`config.mk`:
```
export PLATFORM = sky130hd
export DESIGN_NAME = aoc_ctrl
export DESIGN_NICKNAME = d
export VERILOG_FILES = /design/src/verilog/aoc_pkg.sv /design/src/verilog/aoc_bridge_if.sv /design/src/verilog/aoc_filter.sv /design/src/verilog/aoc_xbridge.sv /design/src/verilog/aoc_ctrl.sv
export SDC_FILE = /design/constraint.sdc
export NUM_CORES = 2
export LEC_CHECK = 0
export ABC_CLOCK_PERIOD_IN_PS = 3700
export BUFFER_PORTS_ARGS = -buffer_cell sky130_fd_sc_hd__buf_4
export CORE_ASPECT_RATIO = 0.8
export CORE_MARGIN = 4
export CORE_UTILIZATION = 30
export CTS_CLUSTER_DIAMETER = 80
export DETAILED_ROUTE_END_ITERATION = 7
export GPL_TIMING_DRIVEN = 0
export HOLD_SLACK_MARGIN = 0.06
export SLEW_MARGIN = 20
export SYNTH_ARGS = -nofsm -noshare
export SYNTH_HDL_FRONTEND = slang
export SYNTH_SLANG_ARGS = --single-unit
```
`constraint.sdc`:
```
create_clock -name sys_clk -period 3.7 [get_ports sys_clk]
set_input_delay 0.185 -clock sys_clk [delete_from_list [all_inputs] [get_ports sys_clk]]
set_output_delay 0.185 -clock sys_clk [all_outputs]
set_load 0.01 [all_outputs]
```
`src/verilog/aoc_pkg.sv`:
```
// Constants shared by the actuator output protection controller.
package aoc_pkg;
  // Clock and filter timing.
  localparam int CLK_NS = 8;
  localparam int DIAG_FILTER_NS = 32000;
  localparam int DIAG_CYC = (DIAG_FILTER_NS + CLK_NS - 1) / CLK_NS;
  localparam int OPEN_LOAD_FILTER_NS = 1000000;
  localparam int OPEN_LOAD_CYC = (OPEN_LOAD_FILTER_NS + CLK_NS - 1) / CLK_NS;
  localparam int XPROT_NS = 1000;
  localparam int XPROT_CYC = (XPROT_NS + CLK_NS - 1) / CLK_NS;
  localparam int RECOV_SHORT_NS = 96000;
  localparam int RECOV_SHORT_CYC = RECOV_SHORT_NS / CLK_NS;
  localparam int RECOV_LONG_NS = 224000;
  localparam int RECOV_LONG_CYC = RECOV_LONG_NS / CLK_NS;
  localparam int RECOV_W = 15;
  // Sizes.
  localparam int NUM_OUT = 11;
  localparam int NUM_BRIDGE = 6;
  localparam int NUM_HSD = 5;
  localparam int REG_W = 24;
  // Register byte offsets.
  localparam logic [7:0] CTRL0_OFS = 8'h00;
  localparam logic [7:0] CTRL1_OFS = 8'h04;
  localparam logic [7:0] STAT0_OFS = 8'h08;
  localparam logic [7:0] STAT1_OFS = 8'h0c;
  localparam logic [REG_W-1:0] CTRL_RST = 24'h000000;
  // First control register fields.
  localparam int DRV_CMD_LO = 1;
  localparam int HSD_CMD_LO = 13;
  localparam int MON_SEL_LO = 18;
  localparam int SUP_RECDIS_BIT = 20;
  localparam int MON_LAST_BIT = 21;
  localparam int STAT_CLR_BIT = 22;
  localparam int ACTIVE_BIT = 23;
  // Second control register fields.
  localparam int PWM_EN_LO = 1;
  localparam int OC_REC_LO = 12;
  localparam int REC_LONG_BIT = 23;
  // Status register fields.
  localparam int FAULT_BIT = 0;
  localparam int OC_LO = 1;
  localparam int UV_BIT = 20;
  localparam int OV_BIT = 21;
  localparam int TW_BIT = 22;
  localparam int OL_LO = 1;
  localparam int TSD_BIT = 12;
endpackage : aoc_pkg

```
`src/verilog/aoc_bridge_if.sv`:
```
// Request and drive signals between the controller and one half bridge.
`timescale 1ns/1ps
interface aoc_bridge_if;
  logic reqHs;
  logic reqLs;
  logic hsOn;
  logic lsOn;
  logic hsFast;
  logic lsFast;
  modport ctrl (output reqHs, output reqLs, input hsOn, input lsOn, input hsFast, input lsFast);
  modport bridge (input reqHs, input reqLs, output hsOn, output lsOn, output hsFast, output lsFast);
endinterface : aoc_bridge_if

```
`src/verilog/aoc_filter.sv`:
```
// Diagnostic persistence filter with restart on a dropped condition.
`timescale 1ns/1ps
module aoc_filter #(
  parameter int CYC = 4000
) (
  // Clock and reset
  input wire logic sys_clk,
  input wire logic srst,
  // Condition and result
  input wire logic cond,
  output logic qual,
  output logic hit
);
  localparam int CW = $clog2(CYC + 1);
  localparam logic [CW-1:0] LAST = CW'(CYC - 1);
  logic [CW-1:0] cnt;

  always_ff @(posedge sys_clk) begin
    if (srst || !cond) begin
      cnt <= '0;
      qual <= 1'b0;
      hit <= 1'b0;
    end else begin
      hit <= (cnt == LAST) && !qual;
      if (cnt == LAST) begin
        qual <= 1'b1;
      end else begin
        cnt <= cnt + CW'(1);
      end
    end
  end
endmodule : aoc_filter

```
`src/verilog/aoc_xbridge.sv`:
```
// Half bridge sequencer with cross-current dead time and fast turn-off.
`timescale 1ns/1ps
module aoc_xbridge (
  // Clock and reset
  input wire logic sys_clk,
  input wire logic srst,
  // Bridge requests and drives
  aoc_bridge_if.bridge br
);
  typedef enum logic [1:0] {XB_IDLE = 2'b00, XB_HON = 2'b01, XB_DEAD = 2'b11, XB_LON = 2'b10} aoc_xb_t;
  localparam int CW = $clog2(aoc_pkg::XPROT_CYC + 1);
  aoc_xb_t state;
  logic [CW-1:0] dead;
  logic fromHs;

  always_ff @(posedge sys_clk) begin
    if (srst) begin
      state <= XB_IDLE;
      dead <= '0;
      fromHs <= 1'b0;
      br.hsOn <= 1'b0;
      br.lsOn <= 1'b0;
      br.hsFast <= 1'b0;
      br.lsFast <= 1'b0;
    end else begin
      br.hsFast <= 1'b0;
      br.lsFast <= 1'b0;
      case (state)
        XB_IDLE: begin
          if (br.reqHs && !br.reqLs) begin
            state <= XB_HON;
            br.hsOn <= 1'b1;
          end else if (br.reqLs && !br.reqHs) begin
            state <= XB_LON;
            br.lsOn <= 1'b1;
          end
        end
        XB_HON: begin
          if (!br.reqHs || br.reqLs) begin
            state <= XB_DEAD;
            br.hsOn <= 1'b0;
            fromHs <= 1'b1;
            dead <= CW'(aoc_pkg::XPROT_CYC - 1);
          end
        end
        XB_LON: begin
          if (!br.reqLs || br.reqHs) begin
            state <= XB_DEAD;
            br.lsOn <= 1'b0;
            fromHs <= 1'b0;
            dead <= CW'(aoc_pkg::XPROT_CYC - 1);
          end
        end
        XB_DEAD: begin
          if (dead == '0) begin
            state <= XB_IDLE;
            br.hsFast <= fromHs;
            br.lsFast <= !fromHs;
          end else begin
            dead <= dead - CW'(1);
          end
        end
        default: begin
          state <= XB_IDLE;
          br.hsOn <= 1'b0;
          br.lsOn <= 1'b0;
        end
      endcase
    end
  end
endmodule : aoc_xbridge

```
`src/verilog/aoc_ctrl.sv`:
```
// Output control and protection logic of the multi-output actuator driver.
//
// Behaviour
// - Active bit cleared enters standby
// - Standby clears latches, all pins released
// - Active bit set enters active mode
// - Supply and temperature faults filtered 32 us
// - Open load, warning never change drivers
// - Overload stops one driver, shutdown all
// - Without recovery, overcurrent latches driver off
// - Overvoltage forces all eleven outputs off
// - Undervoltage forces output stages off
// - Supply restored, outputs resume when allowed
// - Recovery disabled: software must clear status
// - Temperature warning flag readable by software
// - Shutdown clears only after cooling plus software
// - Open load flagged after 1 ms
// - Overcurrent 32 us flags and stops driver
// - Select bits choose monitored high side
// - PWM enable ANDs pulse input, control
// - Outputs nine, ten use second pulse pin
// - Opposite transistor waits cross-current time
// - Departing side fast-off, opposite slew-limited on
// - Control bits one to seventeen drive outputs
// - Clear bit wipes both status registers, shutdown only once cooled
// - Recovery bit retries output after delay
// - Never both transistors of a bridge
`timescale 1ns/1ps
module aoc_ctrl #(
  parameter int OPEN_LOAD_CYC = aoc_pkg::OPEN_LOAD_CYC,
  parameter int RECOV_SHORT_CYC = aoc_pkg::RECOV_SHORT_CYC,
  parameter int RECOV_LONG_CYC = aoc_pkg::RECOV_LONG_CYC
) (
  // Clock and reset
  input wire logic sys_clk,
  input wire logic srst,
  // APB slave
  input wire logic psel,
  input wire logic penable,
  input wire logic pwrite,
  input wire logic [7:0] paddr,
  input wire logic [31:0] pwdata,
  output logic [31:0] prdata,
  output logic pready,
  output logic pslverr,
  // Comparator inputs
  input wire logic overvoltageCmp,
  input wire logic undervoltageCmp,
  input wire logic tempWarnCmp,
  input wire logic thermalShutdownCmp,
  input wire logic thermalCooledCmp,
  input wire logic [10:0] overcurrentCmp,
  input wire logic [10:0] openLoadCmp,
  // Pulse gate pins
  input wire logic pulseGateInputA,
  input wire logic monitorPulseSharedPinIn,
  output logic monitorPulseSharedPinOut,
  output logic monitorPulseSharedPinOe_n,
  output logic [3:0] monitorSelect,
  // Driver stages
  output logic [5:0] highSideTransistor,
  output logic [5:0] lowSideTransistor,
  output logic [5:0] highSideFastOff,
  output logic [5:0] lowSideFastOff,
  output logic [4:0] highsideOutput
);
  localparam int NO = aoc_pkg::NUM_OUT;
  localparam int NB = aoc_pkg::NUM_BRIDGE;
  localparam int NH = aoc_pkg::NUM_HSD;
  localparam int RW = aoc_pkg::RECOV_W;
  localparam int SW = 29;
  localparam int NF = 4 + 2 * NO;

  ////////////////////////////////////////////////////////////////////////////
  // Pin synchronisers: syncA feeds only syncB.
  logic [SW-1:0] rawIn;
  logic [SW-1:0] syncA;
  logic [SW-1:0] syncB;
  assign rawIn = {monitorPulseSharedPinIn, pulseGateInputA, openLoadCmp, overcurrentCmp,
                  thermalCooledCmp, thermalShutdownCmp, tempWarnCmp, undervoltageCmp,
                  overvoltageCmp};
  always_ff @(posedge sys_clk) begin
    if (srst) begin
      syncA <= '0;
      syncB <= '0;
    end else begin
      syncA <= rawIn;
      syncB <= syncA;
    end
  end
  logic coolS;
  logic pulseA;
  logic pulseB;
  logic [NO-1:0] ocS;
  logic [NO-1:0] olS;
  assign coolS = syncB[4];
  assign ocS = syncB[15:5];
  assign olS = syncB[26:16];
  assign pulseA = syncB[27];
  assign pulseB = syncB[28] && monitorPulseSharedPinOe_n;

  ////////////////////////////////////////////////////////////////////////////
  // Register bus.
  logic [23:0] ctrl0;
  logic [23:0] ctrl1;
  logic [23:0] stat0;
  logic [23:0] stat1;
  logic actv;
  logic wrCtrl0;
  logic wrCtrl1;
  logic clrReq;
  logic apbSetup;
  logic apbWrite;
  assign actv = ctrl0[aoc_pkg::ACTIVE_BIT];
  assign apbSetup = psel && !penable;
  assign apbWrite = psel && penable && pready && pwrite;
  assign wrCtrl0 = apbWrite && paddr == aoc_pkg::CTRL0_OFS;
  assign wrCtrl1 = apbWrite && paddr == aoc_pkg::CTRL1_OFS;
  assign clrReq = wrCtrl0 && pwdata[aoc_pkg::STAT_CLR_BIT];

  function automatic logic addrKnown(input logic [7:0] a);
    addrKnown = a == aoc_pkg::CTRL0_OFS || a == aoc_pkg::CTRL1_OFS ||
                a == aoc_pkg::STAT0_OFS || a == aoc_pkg::STAT1_OFS;
  endfunction : addrKnown

  always_ff @(posedge sys_clk) begin
    if (srst) begin
      pready <= 1'b0;
      pslverr <= 1'b0;
      prdata <= 32'h00000000;
    end else begin
      pready <= apbSetup;
      pslverr <= apbSetup && !addrKnown(paddr);
      prdata <= 32'h00000000;
      if (apbSetup && !pwrite) begin
        case (paddr)
          aoc_pkg::CTRL0_OFS: prdata <= {8'h00, ctrl0};
          aoc_pkg::CTRL1_OFS: prdata <= {8'h00, ctrl1};
          aoc_pkg::STAT0_OFS: prdata <= {8'h00, stat0};
          aoc_pkg::STAT1_OFS: prdata <= {8'h00, stat1};
          default: prdata <= 32'h00000000;
        endcase
      end
    end
  end

  always_ff @(posedge sys_clk) begin
    if (srst) begin
      ctrl0 <= aoc_pkg::CTRL_RST;
    end else if (wrCtrl0) begin
      ctrl0 <= pwdata[aoc_pkg::ACTIVE_BIT] ? pwdata[23:0] & ~(24'h000001 << aoc_pkg::STAT_CLR_BIT)
                                           : aoc_pkg::CTRL_RST;
    end
  end
  always_ff @(posedge sys_clk) begin
    if (srst || !actv) begin
      ctrl1 <= aoc_pkg::CTRL_RST;
    end else if (wrCtrl1) begin
      ctrl1 <= pwdata[23:0];
    end
  end

  ////////////////////////////////////////////////////////////////////////////
  // Diagnostic filters: supply and temperature, then overcurrent, then open load.
  logic [NO-1:0] drvOn;
  logic [NF-1:0] fCond;
  logic [NF-1:0] fLvl;
  logic [NF-1:0] fHit;
  assign fCond = {olS & drvOn, ocS, syncB[3:0]};
  for (genvar i = 0; i < NF; i++) begin : g_filt
    aoc_filter #(.CYC(i >= 4 + NO ? OPEN_LOAD_CYC : aoc_pkg::DIAG_CYC)) u_filt (
      .sys_clk(sys_clk),
      .srst(srst),
      .cond(fCond[i]),
      .qual(fLvl[i]),
      .hit(fHit[i])
    );
  end

  logic ovSt;
  logic uvSt;
  logic twSt;
  logic tsdSt;
  logic [NO-1:0] ocSt;
  logic [NO-1:0] olSt;
  always_ff @(posedge sys_clk) begin
    if (srst || !actv) begin
      ovSt <= 1'b0;
      uvSt <= 1'b0;
      twSt <= 1'b0;
      tsdSt <= 1'b0;
      ocSt <= '0;
      olSt <= '0;
    end else begin
      ovSt <= fLvl[0] || (ovSt && !clrReq);
      uvSt <= fLvl[1] || (uvSt && !clrReq);
      twSt <= fLvl[2] || (twSt && !clrReq);
      tsdSt <= fLvl[3] || (tsdSt && !(clrReq && coolS));
      ocSt <= fLvl[4 +: NO] | (ocSt & ~{NO{clrReq}});
      olSt <= fLvl[4 + NO +: NO] | (olSt & ~{NO{clrReq}});
    end
  end

  always_comb begin
    stat0 = '0;
    stat1 = '0;
    stat0[aoc_pkg::OC_LO +: NO] = ocSt;
    stat0[aoc_pkg::UV_BIT] = uvSt;
    stat0[aoc_pkg::OV_BIT] = ovSt;
    stat0[aoc_pkg::TW_BIT] = twSt;
    stat1[aoc_pkg::OL_LO +: NO] = olSt;
    stat1[aoc_pkg::TSD_BIT] = tsdSt;
    stat0[aoc_pkg::FAULT_BIT] = |{stat0, stat1};
    stat1[aoc_pkg::FAULT_BIT] = stat0[aoc_pkg::FAULT_BIT];
  end

  ////////////////////////////////////////////////////////////////////////////
  // Overcurrent recovery. A retry whose fault persists trips the filter again,
  // so the output runs at a low duty cycle instead of staying latched off.
  logic [RW-1:0] recCnt [NO];
  logic [NO-1:0] ocBlk;
  for (genvar i = 0; i < NO; i++) begin : g_rec
    always_ff @(posedge sys_clk) begin
      if (srst || !actv) begin
        recCnt[i] <= '0;
      end else if (fHit[4 + i]) begin
        recCnt[i] <= ctrl1[aoc_pkg::REC_LONG_BIT] ? RW'(RECOV_LONG_CYC) : RW'(RECOV_SHORT_CYC);
      end else if (recCnt[i] != '0) begin
        recCnt[i] <= recCnt[i] - RW'(1);
      end
    end
    assign ocBlk[i] = ctrl1[aoc_pkg::OC_REC_LO + i] ? (recCnt[i] != '0) || fLvl[4 + i] : ocSt[i];
  end

  ////////////////////////////////////////////////////////////////////////////
  // Output enables and gating. Warning and open load feed only status.
  logic supBlk;
  logic [NO-1:0] drvEn;
  logic [NO-1:0] gate;
  assign supBlk = fLvl[0] || fLvl[1] ||
                  (ctrl0[aoc_pkg::SUP_RECDIS_BIT] && (ovSt || uvSt));
  for (genvar o = 0; o < NO; o++) begin : g_en
    assign drvEn[o] = actv && !supBlk && !tsdSt && !ocBlk[o];
    assign gate[o] = !ctrl1[aoc_pkg::PWM_EN_LO + o] || (o == 8 || o == 9 ? pulseB : pulseA);
  end

  aoc_bridge_if bif [NB] ();
  for (genvar b = 0; b < NB; b++) begin : g_br
    assign bif[b].reqLs = ctrl0[aoc_pkg::DRV_CMD_LO + 2 * b] && drvEn[b] && gate[b];
    assign bif[b].reqHs = ctrl0[aoc_pkg::DRV_CMD_LO + 2 * b + 1] && drvEn[b] && gate[b];
    aoc_xbridge u_xb (
      .sys_clk(sys_clk),
      .srst(srst),
      .br(bif[b])
    );
    assign highSideTransistor[b] = bif[b].hsOn;
    assign lowSideTransistor[b] = bif[b].lsOn;
    assign highSideFastOff[b] = bif[b].hsFast;
    assign lowSideFastOff[b] = bif[b].lsFast;
    assign drvOn[b] = bif[b].hsOn || bif[b].lsOn;
  end

  always_ff @(posedge sys_clk) begin
    if (srst) begin
      highsideOutput <= '0;
    end else begin
      for (int j = 0; j < NH; j++) begin
        highsideOutput[j] <= ctrl0[aoc_pkg::HSD_CMD_LO + j] && drvEn[NB + j] && gate[NB + j];
      end
    end
  end
  assign drvOn[NO-1:NB] = highsideOutput;

  ////////////////////////////////////////////////////////////////////////////
  // Current monitor mux. The shared pin turns input when outputs nine or ten
  // take pulse gating, so the monitor is lost while the second input is used.
  function automatic logic [3:0] monOutput(input logic [1:0] sel, input logic last);
    if (last) begin
      monOutput = 4'hb;
    end else begin
      case (sel)
        2'b00: monOutput = 4'h1;
        2'b01: monOutput = 4'h4;
        2'b10: monOutput = 4'h5;
        default: monOutput = 4'h6;
      endcase
    end
  endfunction : monOutput

  logic monDrive;
  assign monDrive = actv && !ctrl1[aoc_pkg::PWM_EN_LO + 8] && !ctrl1[aoc_pkg::PWM_EN_LO + 9];
  always_ff @(posedge sys_clk) begin
    if (srst) begin
      monitorSelect <= 4'h0;
      monitorPulseSharedPinOut <= 1'b0;
      monitorPulseSharedPinOe_n <= 1'b1;
    end else begin
      monitorSelect <= actv ? monOutput(ctrl0[aoc_pkg::MON_SEL_LO +: 2],
                                        ctrl0[aoc_pkg::MON_LAST_BIT]) : 4'h0;
      monitorPulseSharedPinOut <= monDrive;
      monitorPulseSharedPinOe_n <= !monDrive;
    end
  end

  ////////////////////////////////////////////////////////////////////////////
  logic [15:0] ovRun;
  always_ff @(posedge sys_clk) begin
    if (srst || !syncB[0]) begin
      ovRun <= 16'h0000;
    end else if (ovRun != 16'hffff) begin
      ovRun <= ovRun + 16'h0001;
    end
  end
endmodule : aoc_ctrl

```
==> reports/summary.json <==
{
  "floorplan": {
    "start_util_pct": 30.2,
    "die-height_um": 320,
    "die_area_sq_um": 127000,
    "fp-row-count": 114,
    "count_of_pins_on_the_block_boundary": 143,
    "fp.dieW_um": 398,
    "design.core.area_sq_um": 121000
  },
  "finish": {
    "regArea_sq_um": 18100,
    "post-route-cell-area_sq_um": 43000,
    "layoutNonFillerInstCount": 5921,
    "fill_cells": 12200,
    "area_delta_synth_final_pct": 17.8,
    "multiInputGateArea_sq_um": 17400,
    "drive_gt1_share_pct": 8.32,
    "finalNetCount": 4379
  },
  "critical_path": {
    "critPathKind": "reg2reg",
    "worst-endpoint-arrival_ps": 3990,
    "start_kind": "register",
    "highest_delay_cell_along_the_critical_path": "nor4_1",
    "maximum_net_fanout_on_the_critical_path": 4,
    "worstPathCellList": "or3_1, or4_1, or4_1, nor4_4, a31oi_1, nor4_1",
    "r2r_slack_ps": 170,
    "critical_path.max_stage_delay_ps": 700,
    "end_kind": "register",
    "crit_top_cell": "or4_1",
    "required_ps": 4160
  },
  "sta": {
    "hold_violations": 0,
    "final.period_utilization_pct": 95.4,
    "final-max-slew-violation-count": 0,
    "finalSetupViolCount": 0,
    "post-route-worst-setup-slack_ps": 170,
    "fin_hold_ws_ps": 142,
    "fin_crit_ps": 3530,
    "rsz0062_at_grt": "no",
    "worst_slew_pin_tran_ps": 1310,
    "finClkSkew_ps": 26.6,
    "max_freq_mhz": 283,
    "max-slew-margin-rel_pct": 11.9
  },
  "clock_tree": {
    "clock_sinks": 821,
    "h-tree-depth": 3,
    "clock_tree.buffer_depth": 3,
    "root_buffer": "clkbuf_16",
    "clock_tree_from_tritoncts": "done",
    "clk-insertion-delay-late_ps": 660,
    "path_clk_slew_ps": 60,
    "tritoncts.num_buffers": 86
  },
  "route": {
    "routed_wl_mm": 94.1,
    "vias": 28815,
    "route.detailed.drc": 0,
    "wl_per_cell_um": 15.9,
    "detailed_router_iteration_count_before_antenna_repair": 5,
    "route.antenna.remaining_nets": 0,
    "drt_iter0_markers": 2205,
    "vias_per_std_cell": 4.87
  },
  "synth": {
    "synth_largest_area_cell": "dfxtp_1",
    "synth_seq_area_share_pct": 49.6,
    "synth_edf_count": 165,
    "netlist_area_sq_um": 36500,
    "synth-async-reset-ratio_pct": 0,
    "netlist.area_leader.share_pct": 36.0,
    "syn-mean-instance-area_sq_um": 9.25,
    "synthTopCellsByArea": "dfxtp_1, edfxtp_1, nor2_1, xor2_1, xnor2_1",
    "synth.yosys.warnings": 0,
    "synth.distinct_cells": 77,
    "synth_top_flop_cell": "dfxtp_1",
    "yosys_register_bits": 821,
    "syn-instance-count": 3941
  },
  "place": {
    "placed_cell_area_sq_um": 39500,
    "dp_worst_setup_slack_ps": -368,
    "place.gp.congestion": 0.872,
    "dp_hpwl_mm": 68.6,
    "io_buffers": 124,
    "dp.cells": 5697
  },
  "global_route": {
    "largest_net_degree_at_the_start_of_global_routing": 16,
    "grt_antenna_before_repair": 16,
    "first_global_vias": 26224,
    "groute.usage.overall_pct": 14.4,
    "grt_remaining_overflow": 0,
    "global_route_wire_length_before_repair_mm": 146
  },
  "power_and_ir_drop": {
    "vdd_ir_drop_max_v": 0.000295,
    "pwr_density_cell_nw_per_um2": 449,
    "leakage_nw": 15.6,
    "finalPower_mw": 19.3
  },
  "min_path": {
    "min_path_type": "in2reg"
  },
  "flow_run": {
    "max-cap-violations": 0
  },
  "status": {
    "result_of_the_run": "completed"
  }
}
-- sequential cells by signal (all words and copies together) (netlist names), 11 cells and up --
signal              count
g_br.u_xb.state        12
g_br.u_xb.dead         42
recCnt                165
ctrl0                  23
ctrl1                  24
olSt                   11
ocSt                   11
prdata                 24
g_filt.u_filt.cnt     367
g_filt.u_filt.qual     26
syncA                  29
g_filt.u_filt.hit      11
syncB                  29
-- synthesized netlist by cell type (all sizes together), types with 21 or more instances --
library cell  count
a21oi           186
and2             22
nand2           283
nor2b           104
xor2            220
dfxtp           656
or3              67
nand2b           40
clkbuf          100
nor2            672
nor3            144
o22ai            28
nand4            99
a311oi           33
o21ai           132
buf              42
nor4             52
inv              97
and3             58
xnor2           176
a211oi           21
ha               85
mux2i            60
edfxtp          165
nand3           167
-- worst max-delay path, delay by kind of cell, from the launching register on --
family	cells	cell delay, ps
flip-flops	1	420
AO/OA/AOI/OAI	1	210
AND/OR/NAND/NOR	5	2710
-- layout make-up --
cell class,instances,area share [%]
inverter,97,0.847
clock buffer,118,5.91
antenna,7,0.0408
tap,1624,4.73
sequential,821,42.1
timing repair buffer,184,3.53
clock inverter,40,0.751
buffer,142,1.54
multi-input combinational,2888,40.6
-- logic make-up after synthesis --
logic type               Yosys count  synth area share [%]
other                              1                0.0103
AND/OR/NAND/NOR                 1821                  24.3
flip-flops                       821                  49.6
multiplexers                      74                  2.42
AO/OA/AOI/OAI                    504                  8.47
buffers and inverters            239                  2.80
adder cells (fa/ha/maj)           85                  2.92
XOR/XNOR                         396                  9.51
-- power breakdown --
group	switching, mW	internal, mW	leakage, nW
Clock	3.68	4.98	1.40
Sequential	0.148	9.25	7.34
Combinational	0.698	0.531	6.88
Total	4.53	14.8	15.6
-- layer usage --
layer / routed length [um] / track usage, % / share of wire, %
met1: 46300 / 21.2 / 49
met2: 36600 / 19.7 / 39
met3: 8840 / 4.64 / 9.4
met4: 2300 / 4.27 / 2.4
met5: 86 / 0.818 / 0.091
-- timing repair --
action | 4_1_cts | 5_1_grt
endpoints found under the setup margin | 16 | 34
pin swaps | 0 | 1
endpoints found under the hold margin | 84 | 0
hold buffers | 56 | 0
buffers inserted | 0 | 3
gates resized for setup | 1 | 3
-- cells in the final DEF, fill, tap and decap left out, drive strengths merged, types with 12 or more instances in the layout --
cell and instances:
nor3b 12, a211oi 21, nor4 52, a21oi 186, or4 19, nor4b 13, nor2b 104, edfxtp 165
mux2i 60, nand3 167, nand2b 40, o22ai 28, and3 58, or3 67, buf 170, inv 100
clkinv 29, and2 22, nand2 283, a311oi 33, ha 85, o21ai 132, a31oi 15, nor2 672
clkbuf 218, xor2 220, dfxtp 656, nand3b 18, xnor2 176, dlygate4sd3 56, a22o 19, nand4 99
nor3 144
-- metrics by stage --
step / TNS [ps] / util [%]
2_1_floorplan: 0 / -
3_3_place_gp: -8650 / 32.7
3_5_place_dp: -5560 / 32.7
4_1_cts: 0 / 35.5
5_1_grt: 0 / 35.6
6_report: 0 / 35.6
-- path summary, 6_finish.rpt --
| check | end | cells past startpoint | from |
|---|---|---|---|
| max | highsideOutput[1] | 6 | recCnt[7][5] |
| min | pslverr | 4 | paddr[0] |
| max reg2reg | highsideOutput[1] | 6 | recCnt[7][5] |
| min reg2reg | syncB[28] | 1 | syncA[28] |
Power figures use the tool's default switching activity.
